==> config.mk <==
export PLATFORM = sky130hd
export DESIGN_NAME = gpc_port
export DESIGN_NICKNAME = d
export VERILOG_FILES = /design/src/design/gpc_pkg.sv /design/src/design/gpc_port.sv
export SDC_FILE = /design/constraint.sdc
export NUM_CORES = 1
export LEC_CHECK = 0
export BUFFER_PORTS_ARGS = -buffer_cell sky130_fd_sc_hd__buf_2
export CAP_MARGIN = 20
export CORE_MARGIN = 2
export CORE_UTILIZATION = 35
export CTS_CLUSTER_DIAMETER = 100
export CTS_CLUSTER_SIZE = 24
export DETAILED_ROUTE_END_ITERATION = 10
export MAX_ROUTING_LAYER = met4
export SYNTH_ARGS = -nofsm -noshare
export SYNTH_HDL_FRONTEND = slang
export SYNTH_SLANG_ARGS = --single-unit
==> constraint.sdc <==
create_clock -name clk -period 1.85 [get_ports clk]
set_input_delay 0.2775 -clock clk [delete_from_list [all_inputs] [get_ports clk]]
set_output_delay 0.2775 -clock clk [all_outputs]
set_load 0.05 [all_outputs]
==> src/design/gpc_pkg.sv <==
// Purpose: shared constants and types for the port pin control block
// Assumes: apb with 32-bit data, one aligned word per register
// Notes: offsets are byte addresses
package gpc_pkg;
  localparam int NPINS = 8;
  localparam int NOE = 16;
  localparam int OESEL_W = 4;
  localparam int DM_W = 3;
  localparam logic [11:0] OFF_DATA = 12'h000;
  localparam logic [11:0] OFF_DM0 = 12'h004;
  localparam logic [11:0] OFF_DM1 = 12'h008;
  localparam logic [11:0] OFF_DM2 = 12'h00C;
  localparam logic [11:0] OFF_SLW = 12'h010;
  localparam logic [11:0] OFF_BIE = 12'h014;
  localparam logic [11:0] OFF_OESEL = 12'h018;
  localparam logic [11:0] OFF_IBDIS = 12'h01C;
  localparam logic [11:0] OFF_CFG = 12'h020;
  localparam logic [11:0] OFF_ITYPE = 12'h024;
  localparam logic [11:0] OFF_ISTAT = 12'h028;
  localparam logic [11:0] OFF_PS = 12'h02C;
  localparam logic [11:0] OFF_SIO = 12'h030;
  localparam logic [11:0] OFF_RSTCFG = 12'h034;
  // cfg register fields
  localparam int CFG_LVTTL = 0;
  localparam int CFG_VTH_LO = 1;
  localparam int CFG_HYST = 3;
  localparam int CFG_AGREF = 4;
  // reset configuration codes
  localparam logic [1:0] RST_HIZ = 2'h0;
  localparam logic [1:0] RST_PU = 2'h1;
  localparam logic [1:0] RST_PD = 2'h2;
  localparam logic [31:0] RD_ZERO = 32'h0000_0000;
  typedef enum logic [2:0] {
    GPC_DM_AHIZ = 3'h0, GPC_DM_DHIZ = 3'h1, GPC_DM_PU = 3'h2,
    GPC_DM_PD = 3'h3, GPC_DM_ODL = 3'h4, GPC_DM_ODH = 3'h5,
    GPC_DM_STRONG = 3'h6, GPC_DM_PUPD = 3'h7
  } gpc_dm_e;
  typedef enum logic [1:0] {
    GPC_IT_OFF = 2'h0, GPC_IT_RISE = 2'h1, GPC_IT_FALL = 2'h2,
    GPC_IT_BOTH = 2'h3
  } gpc_it_e;
  typedef struct packed {
    logic [NPINS-1:0] out;
    logic [NPINS-1:0] oe;
    logic [NPINS-1:0] pu;
    logic [NPINS-1:0] pd;
    logic [NPINS-1:0] fast;
    logic [NPINS-1:0] ib_en;
  } gpc_pad_s;
  typedef struct packed {
    logic lvttl;
    logic [1:0] vth_sel;
    logic hyst;
    logic ag_ref;
  } gpc_ana_s;
endpackage

==> src/design/gpc_port.sv <==
// Purpose: one 8-pin port: drive modes, slew, edge interrupt unit
// Assumes: pin inputs synchronous in timing only, resynchronised inside
// Notes: apb slave, zero wait states, unmapped reads return zero
//
// Implementation choices: the placing of the registers and the APB interface to the registers.
`timescale 1ns/1ps
module gpc_port #(
  parameter int NPINS = gpc_pkg::NPINS,
  parameter int NOE = gpc_pkg::NOE
) (
  input wire logic clk,
  input wire logic rst_n,
  input wire logic psel,
  input wire logic penable,
  input wire logic pwrite,
  input wire logic [11:0] paddr,
  input wire logic [31:0] pwdata,
  output logic [31:0] prdata,
  output logic pready,
  output logic pslverr,
  input wire logic [NPINS-1:0] pin_in,
  input wire logic [NOE-1:0] aux_oe,
  input wire logic [NPINS-1:0] periph_out,
  input wire logic [1:0] nv_rst_cfg,
  input wire logic sleep,
  output gpc_pkg::gpc_pad_s pad,
  output logic [NPINS-1:0] pin_reg_hi,
  output gpc_pkg::gpc_ana_s ana,
  output logic [NPINS-1:0] din,
  output logic irq
);
  logic [NPINS-1:0] data_reg, slw_reg, bie_reg, ibdis_reg, byp_reg;
  logic [NPINS-1:0] reg_hi_reg, istat_reg, sync1_reg, sync2_reg, prev_reg;
  logic [NPINS-1:0] dm0_reg, dm1_reg, dm2_reg;
  logic [NPINS*2-1:0] itype_reg;
  logic [NPINS*4-1:0] oesel_reg;
  logic [4:0] cfg_reg;
  logic [1:0] rstcfg_reg;
  logic nv_load_reg;
  logic [NPINS-1:0] edge_hit, rd_clr;
  gpc_pkg::gpc_pad_s pad_next;
  logic [31:0] rd_next;
  logic wr_en, rd_en;

  function automatic logic [NPINS-1:0] pick(input logic [31:0] w);
    pick = w[NPINS-1:0];
  endfunction

  assign wr_en = psel && penable && pwrite;
  assign rd_en = psel && penable && !pwrite;

  // registers written by software; nv reset data loaded once after release
  always_ff @(posedge clk or negedge rst_n) begin
    if (!rst_n) begin
      data_reg <= '0;
      dm0_reg <= '0;
      dm1_reg <= '0;
      dm2_reg <= '0;
      slw_reg <= '0;
      bie_reg <= '0;
      byp_reg <= '0;
      ibdis_reg <= '0;
      reg_hi_reg <= '0;
      itype_reg <= '0;
      oesel_reg <= '0;
      cfg_reg <= '0;
      rstcfg_reg <= gpc_pkg::RST_HIZ;
      nv_load_reg <= 1'b1;
    end else if (nv_load_reg) begin
      nv_load_reg <= 1'b0;
      rstcfg_reg <= nv_rst_cfg;
      // pull-up mode with data 1, pull-down mode with data 0
      if (nv_rst_cfg == gpc_pkg::RST_PU) begin
        dm1_reg <= '1;
        data_reg <= '1;
      end else if (nv_rst_cfg == gpc_pkg::RST_PD) begin
        dm1_reg <= '1;
        dm0_reg <= '1;
      end
    end else if (wr_en) begin
      unique case (paddr)
        gpc_pkg::OFF_DATA: data_reg <= pick(pwdata);
        gpc_pkg::OFF_DM0: dm0_reg <= pick(pwdata);
        gpc_pkg::OFF_DM1: dm1_reg <= pick(pwdata);
        gpc_pkg::OFF_DM2: dm2_reg <= pick(pwdata);
        gpc_pkg::OFF_SLW: slw_reg <= pick(pwdata);
        gpc_pkg::OFF_BIE: begin
          bie_reg <= pick(pwdata);
          byp_reg <= pwdata[NPINS*2-1:NPINS];
        end
        gpc_pkg::OFF_OESEL: oesel_reg <= pwdata[NPINS*4-1:0];
        gpc_pkg::OFF_IBDIS: ibdis_reg <= pick(pwdata);
        gpc_pkg::OFF_CFG: cfg_reg <= pwdata[4:0];
        gpc_pkg::OFF_ITYPE: itype_reg <= pwdata[NPINS*2-1:0];
        gpc_pkg::OFF_SIO: reg_hi_reg <= pick(pwdata);
        default: ;
      endcase
    end
  end

  // synchroniser; first stage feeds only the second
  always_ff @(posedge clk or negedge rst_n) begin
    if (!rst_n) begin
      sync1_reg <= '0;
      sync2_reg <= '0;
      prev_reg <= '0;
    end else begin
      sync1_reg <= pin_in;
      sync2_reg <= sync1_reg;
      prev_reg <= sync2_reg;
    end
  end

  // edge detect has no sleep gating, so wake edges always register
  genvar g;
  generate
    for (g = 0; g < NPINS; g++) begin : g_pin
      logic rise, fall;
      logic [2:0] dm;
      logic oe_route, drv, outv, ib;
      assign rise = sync2_reg[g] && !prev_reg[g];
      assign fall = !sync2_reg[g] && prev_reg[g];
      // edges only, never levels
      assign edge_hit[g] = (rise && itype_reg[2*g]) ||
                           (fall && itype_reg[2*g+1]);
      assign rd_clr[g] = rd_en && (paddr == gpc_pkg::OFF_ISTAT);
      assign dm = {dm2_reg[g], dm1_reg[g], dm0_reg[g]};
      assign oe_route =
        aux_oe[oesel_reg[gpc_pkg::OESEL_W*g +: gpc_pkg::OESEL_W]];
      assign outv = byp_reg[g] ? periph_out[g] : data_reg[g];
      always_comb begin
        drv = 1'b0;
        pad_next.out[g] = outv;
        pad_next.oe[g] = 1'b0;
        pad_next.pu[g] = 1'b0;
        pad_next.pd[g] = 1'b0;
        unique case (gpc_pkg::gpc_dm_e'(dm))
          gpc_pkg::GPC_DM_AHIZ: drv = 1'b0;
          gpc_pkg::GPC_DM_DHIZ: drv = 1'b0;
          gpc_pkg::GPC_DM_PU: begin
            drv = !outv;
            pad_next.pu[g] = outv && !reg_hi_reg[g];
          end
          gpc_pkg::GPC_DM_PD: begin
            drv = outv;
            pad_next.pd[g] = !outv && !reg_hi_reg[g];
          end
          gpc_pkg::GPC_DM_ODL: drv = !outv;
          gpc_pkg::GPC_DM_ODH: drv = outv;
          gpc_pkg::GPC_DM_STRONG: drv = 1'b1;
          gpc_pkg::GPC_DM_PUPD: begin
            drv = 1'b0;
            pad_next.pu[g] = outv && !reg_hi_reg[g];
            pad_next.pd[g] = !outv && !reg_hi_reg[g];
          end
        endcase
        // bidirectional: inactive oe forces digital high-z
        if (bie_reg[g] && !oe_route) begin
          drv = 1'b0;
          pad_next.pu[g] = 1'b0;
          pad_next.pd[g] = 1'b0;
        end
        pad_next.oe[g] = drv;
        // slew only matters for strong/open-drain drivers
        pad_next.fast[g] = !slw_reg[g] && dm[2] && !(&dm);
        ib = (dm != gpc_pkg::GPC_DM_AHIZ) && !ibdis_reg[g];
        pad_next.ib_en[g] = ib;
      end
    end
  endgenerate

  // status: set wins over read-clear
  always_ff @(posedge clk or negedge rst_n) begin
    if (!rst_n) begin
      istat_reg <= '0;
    end else begin
      istat_reg <= (istat_reg & ~rd_clr) | edge_hit;
    end
  end

  // single port request line toward the interrupt controller
  always_ff @(posedge clk or negedge rst_n) begin
    if (!rst_n) begin
      irq <= 1'b0;
    end else begin
      irq <= |((istat_reg & ~rd_clr) | edge_hit);
    end
  end

  // pad drive held in reset as analog high-z; no sleep term, state holds
  always_ff @(posedge clk or negedge rst_n) begin
    if (!rst_n) begin
      pad <= '0;
      pin_reg_hi <= '0;
      ana <= '0;
      din <= '0;
    end else begin
      pad <= pad_next;
      pin_reg_hi <= reg_hi_reg;
      ana.lvttl <= cfg_reg[gpc_pkg::CFG_LVTTL];
      ana.vth_sel <= cfg_reg[gpc_pkg::CFG_VTH_LO +: 2];
      ana.hyst <= cfg_reg[gpc_pkg::CFG_HYST];
      ana.ag_ref <= cfg_reg[gpc_pkg::CFG_AGREF];
      din <= sync2_reg & pad_next.ib_en;
    end
  end

  always_comb begin
    rd_next = gpc_pkg::RD_ZERO;
    unique case (paddr)
      gpc_pkg::OFF_DATA: rd_next[NPINS-1:0] = data_reg;
      gpc_pkg::OFF_DM0: rd_next[NPINS-1:0] = dm0_reg;
      gpc_pkg::OFF_DM1: rd_next[NPINS-1:0] = dm1_reg;
      gpc_pkg::OFF_DM2: rd_next[NPINS-1:0] = dm2_reg;
      gpc_pkg::OFF_SLW: rd_next[NPINS-1:0] = slw_reg;
      gpc_pkg::OFF_BIE: rd_next[NPINS*2-1:0] = {byp_reg, bie_reg};
      gpc_pkg::OFF_OESEL: rd_next[NPINS*4-1:0] = oesel_reg;
      gpc_pkg::OFF_IBDIS: rd_next[NPINS-1:0] = ibdis_reg;
      gpc_pkg::OFF_CFG: rd_next[4:0] = cfg_reg;
      gpc_pkg::OFF_ITYPE: rd_next[NPINS*2-1:0] = itype_reg;
      gpc_pkg::OFF_ISTAT: rd_next[NPINS-1:0] = istat_reg;
      gpc_pkg::OFF_PS: rd_next[NPINS-1:0] = sync2_reg;
      gpc_pkg::OFF_SIO: rd_next[NPINS-1:0] = reg_hi_reg;
      gpc_pkg::OFF_RSTCFG: rd_next[1:0] = rstcfg_reg;
      default: rd_next = gpc_pkg::RD_ZERO;
    endcase
  end

  // loading in the setup phase lets prdata come from a flop with no wait state
  always_ff @(posedge clk or negedge rst_n) begin
    if (!rst_n) begin
      prdata <= '0;
      pready <= 1'b0;
      pslverr <= 1'b0;
    end else begin
      pready <= psel && !penable;
      pslverr <= 1'b0;
      if (psel && !penable) begin
        prdata <= rd_next;
      end
    end
  end

  logic unused_sleep;
  assign unused_sleep = sleep;
endmodule // gpc_port

==> results_dict.tcl <==
set metrics [dict create \
    post-route-period-util_pct 107 \
    drc 0 \
    cp-startpoint "oesel_reg[4]" \
    required_ps 2220 \
    grt_pass1_vias 9341 \
    power.share.switching_pct 30.0 \
    slew_headroom_pct 59.7 \
    yosysMostFrequentCell "dfrtp_1" \
    synth_common_cells "dfrtp_1 (262), mux2_2 (90), nand2_1 (82), nor2_1 (56), mux4_2 (44)" \
    drv_cap 0 \
    reg2reg_depth 4 \
    cp_common_cell "mux4_2" \
    fin_ws_ps -130 \
    netlist_area_sq_um 12000 \
    clkSinkCount 263 \
    nets 1341 \
    synth_cell_types 62 \
    dpl.cell_count 1674 \
    worst-path-stages 4 \
    cellLeakagePower_nw 7.34 \
    holdPathEnd "oesel_reg[22]" \
    async_flop_share_pct 100 \
    grt_overflow_total 0 \
    core_sq_um 33600 \
    cp_data_arrival_time_ps 2350 \
    largest_reg_flops 48 \
    ant_nets 0 \
    critPathKind "reg2reg" \
    rsz0062_at_grt "true" \
    die_x_um 189 \
    ys_ff_latch 263 \
    yosysTopAreaCellShare_pct 54.7 \
    critPathLaunchType "flip-flop" \
    status "complete, but fails checks" \
    wl_per_cell_um 22.6 \
    crit_fanout 5 \
    p_sw_w 0.00359 \
    power.internal_w 0.00836 \
    pwr-share-comb_pct 17.6 \
    reg2reg_slack_ps -130 \
    numCtsBuffers 15 \
    violations "setup timing" \
    initial_core_util_pct 35.6 \
    crit_path_end_kind "flip-flop" \
    worstMarginPinSlew_ps 604 \
    worstPathCellList "mux4_2 > mux4_2 > nor2b_4 > nor4_2" \
    antenna_found_initial 0 \
    h-tree-depth 1 \
    synth_area_leaders "dfrtp_1 (55%), mux2_2 (8.5%), mux4_2 (8.3%)" \
    seqPwrFrac_pct 52.1 \
    io_buffers 185 \
    total_power_w 0.0119 \
    via_count 9084 \
    synth_flop_cell "dfrtp_1" \
    chipHeight_um 189 \
    globalRouteTotalUtil_pct 22.2 \
    critPathBufInv 0 \
    cts_tree "done" \
    area_delta_synth_final_pct 29.3 \
    reg2reg_to "pad[25]" \
    final_hold_viol_count 0 \
    holdPathStages 2 \
    routed_wl_um 38600 \
    min_period_ps 1980 \
    powerDensity_nw_per_um2 771 \
    finClkSkew_ps 15.3 \
    io_pins 188 \
    gp_congestion 0.946 \
    cts-root-buf "clkbuf_16" \
    ys_seq_area_share_pct 54.9 \
    synth-edff-count 0 \
    cts_buffer_depth 3 \
    path_clk_slew_ps 100 \
    r2r_start "oesel_reg[4]" \
    antenna_cells 0 \
    drive_gt1_share_pct 46.9 \
    dieArea_sq_um 35700 \
    slew_violations 0 \
    finalSetupViolCount 22 \
    ys_warn_count 0 \
    grt_max_degree 63 \
    final_cells 1709 \
    slowest_stage "mux4_2" \
    final_area_sq_um 15500 \
    firstDrtPassIters 5 \
    clockPowerShare_pct 30.3 \
    dp_slack_ps -444 \
    rows 67 \
    min_from "pwdata[22]" \
    place_hpwl_um 28800 \
    synth_top_area_cell "dfrtp_1" \
    ir_drop_uv 437 \
    hp-class "in2reg" \
    synthCells 960 \
    grt_pass1_wl_um 58500 \
    place_area_sq_um 14600 \
    slowest_delay_ps 560 \
    insertion_delay_ps 500 \
    cp_top_family "multiplexers" \
    avgSynthCellArea_sq_um 12.5 \
    first_iter_violations 721 \
    viasPerCell 5.32 \
    fmax_mhz 505 \
]
timing repair:
action                                  4_1_cts  5_1_grt
cloned                                        0        1
gates resized for setup                      46       41
setup buffers                                 0        2
pin swaps                                    22        7
endpoints found under the setup margin       29       53
hold buffers                                 12        0
endpoints found under the hold margin        59        0
layout make-up:
cell class                      instances  area [sq um]
Timing Repair Buffer                  342          2360
Inverter                               28           105
Clock inverter                          4          56.3
Fill cell                            3106         18100
Multi-Input combinational cell        607          5430
Tap cell                              448           561
Sequential cell                       263          6590
Clock buffer                           17           383
power groups by stage:
stage	logic (W)	clock network [W]	registers, W
after floorplan	0.000613	0	0.00684
after global placement	0.00194	0	0.00633
after detailed placement	0.00195	0	0.00633
after CTS	0.00206	0.00371	0.00622
after global routing	0.00224	0.00389	0.00626
final	0.00210	0.00362	0.00623
worst register-to-register path: stages, from the launching register on:
cell and delay (ps):
dfrtp_2 470, mux4_2 530, mux4_2 560, nor2b_4 240, nor4_2 60
how the worst max path moves through the flow:
stage,to,slack [ps]
3_5_place_dp,irq,-440
4_1_cts,pad[33],-120
3_3_place_gp,prdata[6],-470
5_1_grt,pad[26],-190
2_1_floorplan,itype_reg[10],-220
6_report,pad[25],-130
cell usage in the layout (no fill, tap or decap), types with 20 or more instances in the layout:
master and n:
buf_2 184, inv_1 28, a21oi_1 33, nand2_1 78, mux4_2 44, nor2_1 42, dfrtp_1 254, nand3_1 25
mux2_4 20, mux2_2 90, buf_4 123, mux2i_1 23, a22oi_1 20
routing by layer:
| layer | GRT usage (%) | routed length, um |
|---|---|---|
| met2 | 34.8 | 18100 |
| met4 | 4.03 | 707 |
| met3 | 2.47 | 2300 |
| met1 | 31.5 | 17500 |
| met5 | - | 0 |
stage by stage:
stage          hold WS [ps]  util (%)  setup TNS, ps
2_1_floorplan         -18.1         -          -9030
3_3_place_gp            300      43.3         -43410
3_5_place_dp            299      43.3         -43780
4_1_cts               0.131      45.5          -1640
5_1_grt                3.46      46.1          -3040
6_report               6.51      46.1          -1500
kinds of logic after synthesis:
group / count (synthesis) / share of synthesized area, %
other: 1 / 0.0313
AND/OR/NAND/NOR: 279 / 12.1
multiplexers: 177 / 20.8
buffers and inverters: 91 / 3.18
XOR/XNOR: 18 / 1.32
flip-flops: 263 / 54.9
AO/OA/AOI/OAI: 131 / 7.61
No activity file was read; power rests on OpenSTA's default activity.
